===== config.mk =====
export PLATFORM = sky130hd
export DESIGN_NAME = lmr_host
export DESIGN_NICKNAME = d
export VERILOG_FILES = /design/src/design/lmr_pkg.sv /design/src/design/lmr_sync.sv /design/src/design/lmr_host.sv
export VERILOG_INCLUDE_DIRS = /design/src /design/src/design
export SDC_FILE = /design/constraint.sdc
export NUM_CORES = 1
export LEC_CHECK = 0
export ABC_CLOCK_PERIOD_IN_PS = 2050
export BUFFER_PORTS_ARGS = -buffer_cell sky130_fd_sc_hd__buf_2
export CORE_MARGIN = 2
export CORE_UTILIZATION = 55
export CTS_BUF_LIST = sky130_fd_sc_hd__clkbuf_16
export CTS_CLUSTER_SIZE = 28
export DETAILED_ROUTE_END_ITERATION = 10
export PLACE_DENSITY = 0.75
export SYNTH_ARGS = -nofsm -noshare
export SYNTH_HDL_FRONTEND = slang
export SYNTH_HIERARCHICAL = 1
export SYNTH_SLANG_ARGS = --single-unit

===== constraint.sdc =====
create_clock -name core_clk -period 2.05 [get_ports core_clk]
set_input_delay 0.1025 -clock core_clk [delete_from_list [all_inputs] [get_ports core_clk]]
set_output_delay 0.1025 -clock core_clk [all_outputs]
set_load 0.02 [all_outputs]

===== src/design/lmr_consts.svh =====
`ifndef LMR_CONSTS_SVH
`define LMR_CONSTS_SVH

// Clock period in picoseconds (250 MHz core clock)
`define LMR_CLK_PS 4000
// Array shape
`define LMR_ADDR_W 13
`define LMR_DATA_W 8
`define LMR_DEPTH 8192
// Fast grade timing, ns
`define LMR_F_CYCLE_NS 375
`define LMR_F_LOW_NS 250
`define LMR_F_ACCESS_NS 250
`define LMR_F_HOLD_NS 60
`define LMR_F_PRECH_NS 125
`define LMR_F_OFF_NS 60
// Slow grade timing, ns
`define LMR_S_CYCLE_NS 450
`define LMR_S_LOW_NS 300
`define LMR_S_ACCESS_NS 300
`define LMR_S_HOLD_NS 75
`define LMR_S_PRECH_NS 150
`define LMR_S_OFF_NS 75
// Address setup before enable falls, ns
`define LMR_SETUP_NS 0
// Least time rounds up to whole cycles, never below one
`define LMR_CYC_MIN(ns) (((ns) * 1000 + `LMR_CLK_PS - 1) / `LMR_CLK_PS)
`define LMR_CYC_UP(ns) ((`LMR_CYC_MIN(ns) < 1) ? 1 : `LMR_CYC_MIN(ns))
// Width of the phase counter
`define LMR_CNT_W 8
// Synchroniser depth for pin inputs
`define LMR_SYNC_N 3

`endif


===== src/design/lmr_pkg.sv =====
package lmr_pkg;

    typedef enum logic [5:0] {
        ST_IDLE  = 6'h01,
        ST_SETUP = 6'h02,
        ST_HOLD  = 6'h04,
        ST_WAIT  = 6'h08,
        ST_SAMP  = 6'h10,
        ST_PRECH = 6'h20
    } lmr_state_t;

    typedef logic [7:0] lmr_cnt_t;

endpackage


===== src/design/lmr_sync.sv =====
`timescale 1ns/10ps
`include "lmr_consts.svh"

// Three-stage synchroniser per bit; a change counts once stages two and three agree
module lmr_sync #(
    parameter int W = 8
) (
    input wire logic core_clk,
    input wire logic resetn,
    input wire logic [W-1:0] pin_in,
    output logic [W-1:0] level_out
);

    logic [W-1:0] s1_reg;
    logic [W-1:0] s2_reg;
    logic [W-1:0] s3_reg;

    // Shift chain; first stage is read only by the second
    always_ff @(posedge core_clk or negedge resetn) begin
        if (!resetn) begin
            s1_reg <= '0;
            s2_reg <= '0;
            s3_reg <= '0;
        end else begin
            s1_reg <= pin_in;
            s2_reg <= s1_reg;
            s3_reg <= s2_reg;
        end
    end

    // Per-bit agreement filter
    genvar i;
    generate
        for (i = 0; i < W; i++) begin : g_bit
            always_ff @(posedge core_clk or negedge resetn) begin
                if (!resetn) begin
                    level_out[i] <= 1'b0;
                end else if (s2_reg[i] == s3_reg[i]) begin
                    level_out[i] <= s3_reg[i];
                end
            end
        end
    endgenerate

endmodule


===== src/design/lmr_host.sv =====
`timescale 1ns/10ps
`include "lmr_consts.svh"

////////////////////////////////////////////////////////////////////////////////
// Overview of operation
// - Falling edges of the enable are at least 375 ns fast or 450 ns slow apart.
// - The enable stays low at least 250 ns fast or 300 ns slow in each cycle.
// - The address stays stable at least 60 ns fast or 75 ns slow after the enable falls.
// - The address is valid no later than the falling edge of the enable.
// - Between cycles the enable stays high at least 125 ns fast or 150 ns slow.
module lmr_host (
    input wire logic core_clk,
    input wire logic resetn,
    input wire logic slow_grade,
    input wire logic req_valid,
    output logic req_ready,
    input wire logic [12:0] req_index,
    output logic rsp_valid,
    output logic [7:0] rsp_byte,
    output logic rom_enable_n,
    output logic [12:0] word_index,
    input wire logic [7:0] byte_out
);

    ////////////////////////////////////////////////////////////////////////////
    // Cycle counts derived from the timing figures
    // Each figure rounds up to whole cycles, so no least time is shortened

    localparam lmr_pkg::lmr_cnt_t F_LOW = 8'(`LMR_CYC_UP(`LMR_F_LOW_NS));
    localparam lmr_pkg::lmr_cnt_t S_LOW = 8'(`LMR_CYC_UP(`LMR_S_LOW_NS));
    localparam lmr_pkg::lmr_cnt_t F_ACC = 8'(`LMR_CYC_UP(`LMR_F_ACCESS_NS));
    localparam lmr_pkg::lmr_cnt_t S_ACC = 8'(`LMR_CYC_UP(`LMR_S_ACCESS_NS));
    localparam lmr_pkg::lmr_cnt_t F_HOLD = 8'(`LMR_CYC_UP(`LMR_F_HOLD_NS));
    localparam lmr_pkg::lmr_cnt_t S_HOLD = 8'(`LMR_CYC_UP(`LMR_S_HOLD_NS));
    localparam lmr_pkg::lmr_cnt_t F_PRE = 8'(`LMR_CYC_UP(`LMR_F_PRECH_NS));
    localparam lmr_pkg::lmr_cnt_t S_PRE = 8'(`LMR_CYC_UP(`LMR_S_PRECH_NS));
    localparam lmr_pkg::lmr_cnt_t F_OFF = 8'(`LMR_CYC_UP(`LMR_F_OFF_NS));
    localparam lmr_pkg::lmr_cnt_t S_OFF = 8'(`LMR_CYC_UP(`LMR_S_OFF_NS));
    localparam lmr_pkg::lmr_cnt_t F_CYC = 8'(`LMR_CYC_UP(`LMR_F_CYCLE_NS));
    localparam lmr_pkg::lmr_cnt_t S_CYC = 8'(`LMR_CYC_UP(`LMR_S_CYCLE_NS));
    // Pin synchroniser adds latency before a sample reflects the pins
    localparam lmr_pkg::lmr_cnt_t SYNC_LAT = 8'(`LMR_SYNC_N + 1);

    // Selects the fast or slow figure
    function automatic lmr_pkg::lmr_cnt_t pick(input logic slow,
                                               input lmr_pkg::lmr_cnt_t f,
                                               input lmr_pkg::lmr_cnt_t s);
        pick = slow ? s : f;
    endfunction

    // True when the sequencer sits in the given state
    function automatic logic is_state(input lmr_pkg::lmr_state_t cur,
                                      input lmr_pkg::lmr_state_t want);
        is_state = (cur == want);
    endfunction

    ////////////////////////////////////////////////////////////////////////////
    // State

    lmr_pkg::lmr_state_t state_reg;
    lmr_pkg::lmr_cnt_t cnt_reg;
    lmr_pkg::lmr_cnt_t cyc_reg;
    logic grade_reg;
    logic [12:0] index_reg;
    logic [7:0] byte_reg;
    logic rsp_valid_reg;
    logic en_n_reg;
    logic [7:0] byte_sync;
    // Least low time and least high time for the latched grade
    lmr_pkg::lmr_cnt_t low_need;
    lmr_pkg::lmr_cnt_t pre_need;
    // Decoded strobes: request taken, enable about to fall, byte about to be sampled
    logic take_w;
    logic fall_w;
    logic samp_w;

    // Data pins come from outside this clock's domain
    // Address and enable are outputs of flops here, so they need no sync
    lmr_sync #(
        .W(`LMR_DATA_W)
    ) u_sync (
        .core_clk(core_clk),
        .resetn(resetn),
        .pin_in(byte_out),
        .level_out(byte_sync)
    );

    // Enable-low time must cover access plus pin latency and the least low time
    // A byte can reach the flops up to a cycle after its access time ends
    always_comb begin
        low_need = pick(grade_reg, F_ACC, S_ACC) + SYNC_LAT;
        if (low_need < pick(grade_reg, F_LOW, S_LOW)) begin
            low_need = pick(grade_reg, F_LOW, S_LOW);
        end
        // Precharge also waits for the ROM to float its outputs
        pre_need = pick(grade_reg, F_PRE, S_PRE);
        if (pre_need < pick(grade_reg, F_OFF, S_OFF)) begin
            pre_need = pick(grade_reg, F_OFF, S_OFF);
        end
    end

    // Strobes decoded once for the sequencer and the pin processes
    assign take_w = req_ready && req_valid;
    assign fall_w = is_state(state_reg, lmr_pkg::ST_SETUP);
    assign samp_w = is_state(state_reg, lmr_pkg::ST_SAMP);

    // Handshake and pin outputs
    assign req_ready = is_state(state_reg, lmr_pkg::ST_IDLE);
    assign rom_enable_n = en_n_reg;
    assign word_index = index_reg;
    assign rsp_valid = rsp_valid_reg;
    assign rsp_byte = byte_reg;

    ////////////////////////////////////////////////////////////////////////////
    // Sequencer

    // Phase order only; the timing counts live in the counters below
    always_ff @(posedge core_clk or negedge resetn) begin
        if (!resetn) begin
            state_reg <= lmr_pkg::ST_IDLE;
        end else begin
            unique case (state_reg)
                lmr_pkg::ST_IDLE: begin
                    // Wait for a request; ready is high only here
                    if (take_w) begin
                        state_reg <= lmr_pkg::ST_SETUP;
                    end
                end
                lmr_pkg::ST_SETUP: begin
                    // Address driven one cycle before the enable falls
                    state_reg <= lmr_pkg::ST_HOLD;
                end
                lmr_pkg::ST_HOLD: begin
                    // Enable low; covers access time plus the pin synchroniser
                    if (cnt_reg >= low_need) begin
                        state_reg <= lmr_pkg::ST_SAMP;
                    end
                end
                lmr_pkg::ST_SAMP: begin
                    // Byte taken and enable raised on this edge
                    state_reg <= lmr_pkg::ST_PRECH;
                end
                lmr_pkg::ST_PRECH: begin
                    // Enable high until both precharge and cycle spacing are met
                    if (cnt_reg >= pre_need
                        && cyc_reg >= pick(grade_reg, F_CYC, S_CYC)) begin
                        state_reg <= lmr_pkg::ST_IDLE;
                    end
                end
                lmr_pkg::ST_WAIT: begin
                    // Spare code; never entered, returns to idle
                    state_reg <= lmr_pkg::ST_IDLE;
                end
            endcase
        end
    end

    // Phase counter; restarts as the low phase and the precharge begin
    // Holding it outside the timed phases keeps it from running on idle
    always_ff @(posedge core_clk or negedge resetn) begin
        if (!resetn) begin
            cnt_reg <= '0;
        end else if (fall_w || samp_w) begin
            cnt_reg <= 8'h01;
        end else if (state_reg == lmr_pkg::ST_HOLD || state_reg == lmr_pkg::ST_PRECH) begin
            cnt_reg <= cnt_reg + 8'h01;
        end
    end

    // Counts cycles since the last enable fall
    // Saturates so that a long idle spell never wraps below the spacing figure
    always_ff @(posedge core_clk or negedge resetn) begin
        if (!resetn) begin
            cyc_reg <= '0;
        end else if (fall_w) begin
            cyc_reg <= 8'h00;
        end else if (cyc_reg != 8'hFF) begin
            cyc_reg <= cyc_reg + 8'h01;
        end
    end

    // Request capture; address held through the whole low phase
    // Grade latched with the address, so slow_grade may move while busy
    always_ff @(posedge core_clk or negedge resetn) begin
        if (!resetn) begin
            index_reg <= '0;
            grade_reg <= 1'b0;
        end else if (take_w) begin
            index_reg <= req_index;
            grade_reg <= slow_grade;
        end
    end

    // Enable pin; low from the cycle after setup until sampling
    // Driven from a flop so the pin cannot glitch between phases
    always_ff @(posedge core_clk or negedge resetn) begin
        if (!resetn) begin
            en_n_reg <= 1'b1;
        end else if (fall_w) begin
            en_n_reg <= 1'b0;
        end else if (samp_w) begin
            en_n_reg <= 1'b1;
        end
    end

    // Data sample taken at the end of the low phase
    // Taken late enough that all synchroniser stages hold the access data
    always_ff @(posedge core_clk or negedge resetn) begin
        if (!resetn) begin
            byte_reg <= '0;
            rsp_valid_reg <= 1'b0;
        end else begin
            rsp_valid_reg <= samp_w;
            if (samp_w) begin
                byte_reg <= byte_sync;
            end
        end
    end

endmodule


==> summary.txt <==
pwr/cell area = 1200 mW/mm^2
footprint of the multi-input gates = 0.00107 sq mm
fraction of layout cells with a size suffix above 1 = 26.7%
# port buffers = 48
Starting DRT DRC Count = 114
first-pass GRT wire length = 9600 um
clk_lat worst skew = 0.33 ns
die width = 78.6 um
most frequent cells in the layout = dfrtp_1 (75), buf_2 (47), nand2_1 (31), dlygate4sd3_1 (21), nor2_1 (16)
Mapped Cells = 242
HPWL after DPL = 3560 um
delay-heaviest family, CP = compound AO/OA/AOI/OAI gates
CTS max path bufs = 2
Slew HR = 74.9%
row cnt = 27
CP max stage cell = dfrtp_1
largest area contributor in the netlist = dfrtp_1
f_max = 0.534 GHz
via count = 2036
worst path bufs/invs = 1
Initial Util = 56.3%
R2R Path Start = grade_reg
Req. time, crit path = 2.32 ns
Worst Setup Start Kind = register
peak supply drop = 0.713 mV
gr ovfl total = 0
sequential share of the synthesized area = 63.0%
pin count of the biggest net entering global routing = 49
Max Cap Viol = 0
reg2reg end = state_reg[5]
Tmin final = 1.87 ns
ANT nets after route = 0
CTS root buf = clkbuf_16
H-tree depth = 3
syn avg cell area = 12.6 sq um
total CTS buffers = 9
Setup Viol. Count Final = 0
commonest non-fill, non-tap cell in the layout = dfrtp_1
post-synth top area share = 61.3%
routability cong. = 0.778
Reg2Reg Depth = 6
Largest register FFs = 13
clock sink count = 77
Worst Setup SP = grade_reg
Critical Path AT = 2.14 ns
DRT Pass-1 Iters = 4
vias in the first global route = 2096
Die Y = 78.6 um
Worst Hold Class = input port to register
Synthesis Warnings = 6
peak fanout along the critical path = 7
Worst Setup EP = state_reg[5]
Critical Path, Cell by Cell = inv_1, ha_1, a21boi_1, o41a_1, o311ai_2, a41o_1
top_reg_cell synth = dfrtp_1
Final WS setup = 0.178 ns
Setup TNS = 0 ns
CTS tree = built
unrepaired setup endpoints after global routing = false
Die ar. = 0.00618 sq mm
I/O pins = 49
Seq cells post-synth = 77
Reg clk slew, reported paths = 0.06 ns
Critical Path Stages = 6
drt via density = 5.12
R2R Setup Slk = 0.18 ns
critical path class = register to register
final setup skew = 0.00481 ns
final hold violation count = 0
status = complete, no violations
gr usage total = 20.8%
largest cells by area after synthesis = dfrtp_1 (61%), ha_1 (4.1%), nand2_1 (3.8%), mux2_1 (3.7%), maj3_2 (2.9%)
residual DRC count = 0
Worst Tran Pin Value = 0.377 ns
unique cell type count in the Yosys netlist = 43
Ant. Diodes = 0
nets = 357
max-slew violations = 0
synth-to-layout area growth = 28.8%
Worst path max stage delay = 0.46 ns
Final period util = 91.3%
core area = 0.00544 sq mm
register area = 0.00193 sq mm
Worst Setup End Kind = register
pre-CTS WS = 0.169 ns
Post-Syn Nets = 277
ys async rst share = 100%
drt wl/cell = 13.9 um
P_leak = 1.92 nW
number of synthesized flops with an enable pin = 0
initial antenna violation count = 0
final WL = 5550 um
area of the mapped netlist = 0.00306 sq mm
Fill cells = 362
-- cell type report --
type / instances / area share, %
flip-flops and latches: 77 / 49.0
repair buffers: 74 / 12.8
clock inverters: 6 / 2.25
inverters: 8 / 0.762
well taps: 72 / 2.29
multi-input cells: 152 / 27.3
clock buffers: 9 / 5.71
-- metrics by stage --
step                      instance area [sq um]  util [%]  cells  power, mW  hold slack [ns]
after global routing                       3940      72.5    398       5.00          0.00772
after floorplan                            3060         -    242       2.71           -0.193
after CTS                                  3930      72.3    398       4.77          0.00199
after global placement                     3410      62.7    362       3.02           0.0467
final                                      3940      72.5    398       4.71           0.0125
after detailed placement                   3410      62.7    362       3.06           0.0480
-- metal layers --
| metal | routed length [um] | vias up | GRT usage (%) |
|---|---|---|---|
| li1 | - | 1000 | - |
| met1 | 2510 | 976 | 26.7 |
| met2 | 2660 | 51 | 32.0 |
| met3 | 289 | 9 | 6.78 |
| met4 | 96 | 0 | 10.0 |
| met5 | 0 | - | 0 |
-- synthesized netlist by cell type, types with 2 or more instances --
cell,count
o31ai_1,2
inv_1,7
nand4_1,4
maj3_2,8
nand2_1,31
and2_1,2
dfstp_2,2
ha_1,10
nand2b_1,5
buf_2,3
or3_1,2
o21ai_0,7
xor2_1,5
mux2i_1,2
xnor2_1,3
a211oi_1,4
mux2_2,4
and3_1,3
a21oi_1,6
nand3_1,7
dfrtp_1,75
nor3_1,4
mux2_1,10
o22ai_1,2
nor2_1,16
-- worst reg2reg max path, cell delays in order (launching register included) --
cell      delay [ns]
dfrtp_1         0.46
inv_1           0.11
ha_1            0.30
a21boi_1        0.13
o41a_1          0.32
o311ai_2        0.28
a41o_1          0.21
-- power breakdown --
part / switching [mW] / internal (mW) / total (mW)
clock network: 0.591 / 1.06 / 1.65
logic: 0.602 / 0.470 / 1.07
registers: 0.235 / 1.76 / 1.99
total: 1.43 / 3.29 / 4.71
-- kinds of logic (layout without fill, tap and decap cells) --
group / Yosys count / after routing / synth area share (%)
flip-flops: 77 / 77 / 63.0
AND/OR/NAND/NOR: 81 / 81 / 13.5
buffers and inverters: 13 / 97 / 2.08
AO/OA/AOI/OAI: 29 / 29 / 6.21
XOR/XNOR: 8 / 8 / 2.29
adder cells (fa/ha/maj): 18 / 18 / 7.03
multiplexers: 16 / 16 / 5.81
-- worst min-delay path by stage --
stage	start	slack (ns)	endpoint	cells past startpoint
6_report	req_index[0]	0.01	word_index[0]	2
5_1_grt	req_index[0]	0.008	word_index[0]	2
4_1_cts	req_index[0]	0.002	word_index[0]	2
3_5_place_dp	resetn	0.05	word_index[12]	1
3_3_place_gp	resetn	0.05	word_index[5]	1
2_1_floorplan	resetn	-0.19	cnt_reg[0]	0
-- timing repair --
action | 4_1_cts | 5_1_grt
hold buffers | 21 | 0
setup buffers | 0 | 0
endpoints found under the hold margin | 49 | 0
resized for setup | 0 | 1
endpoints found under the setup margin | 0 | 1
No activity file was read; power rests on OpenSTA's default activity.
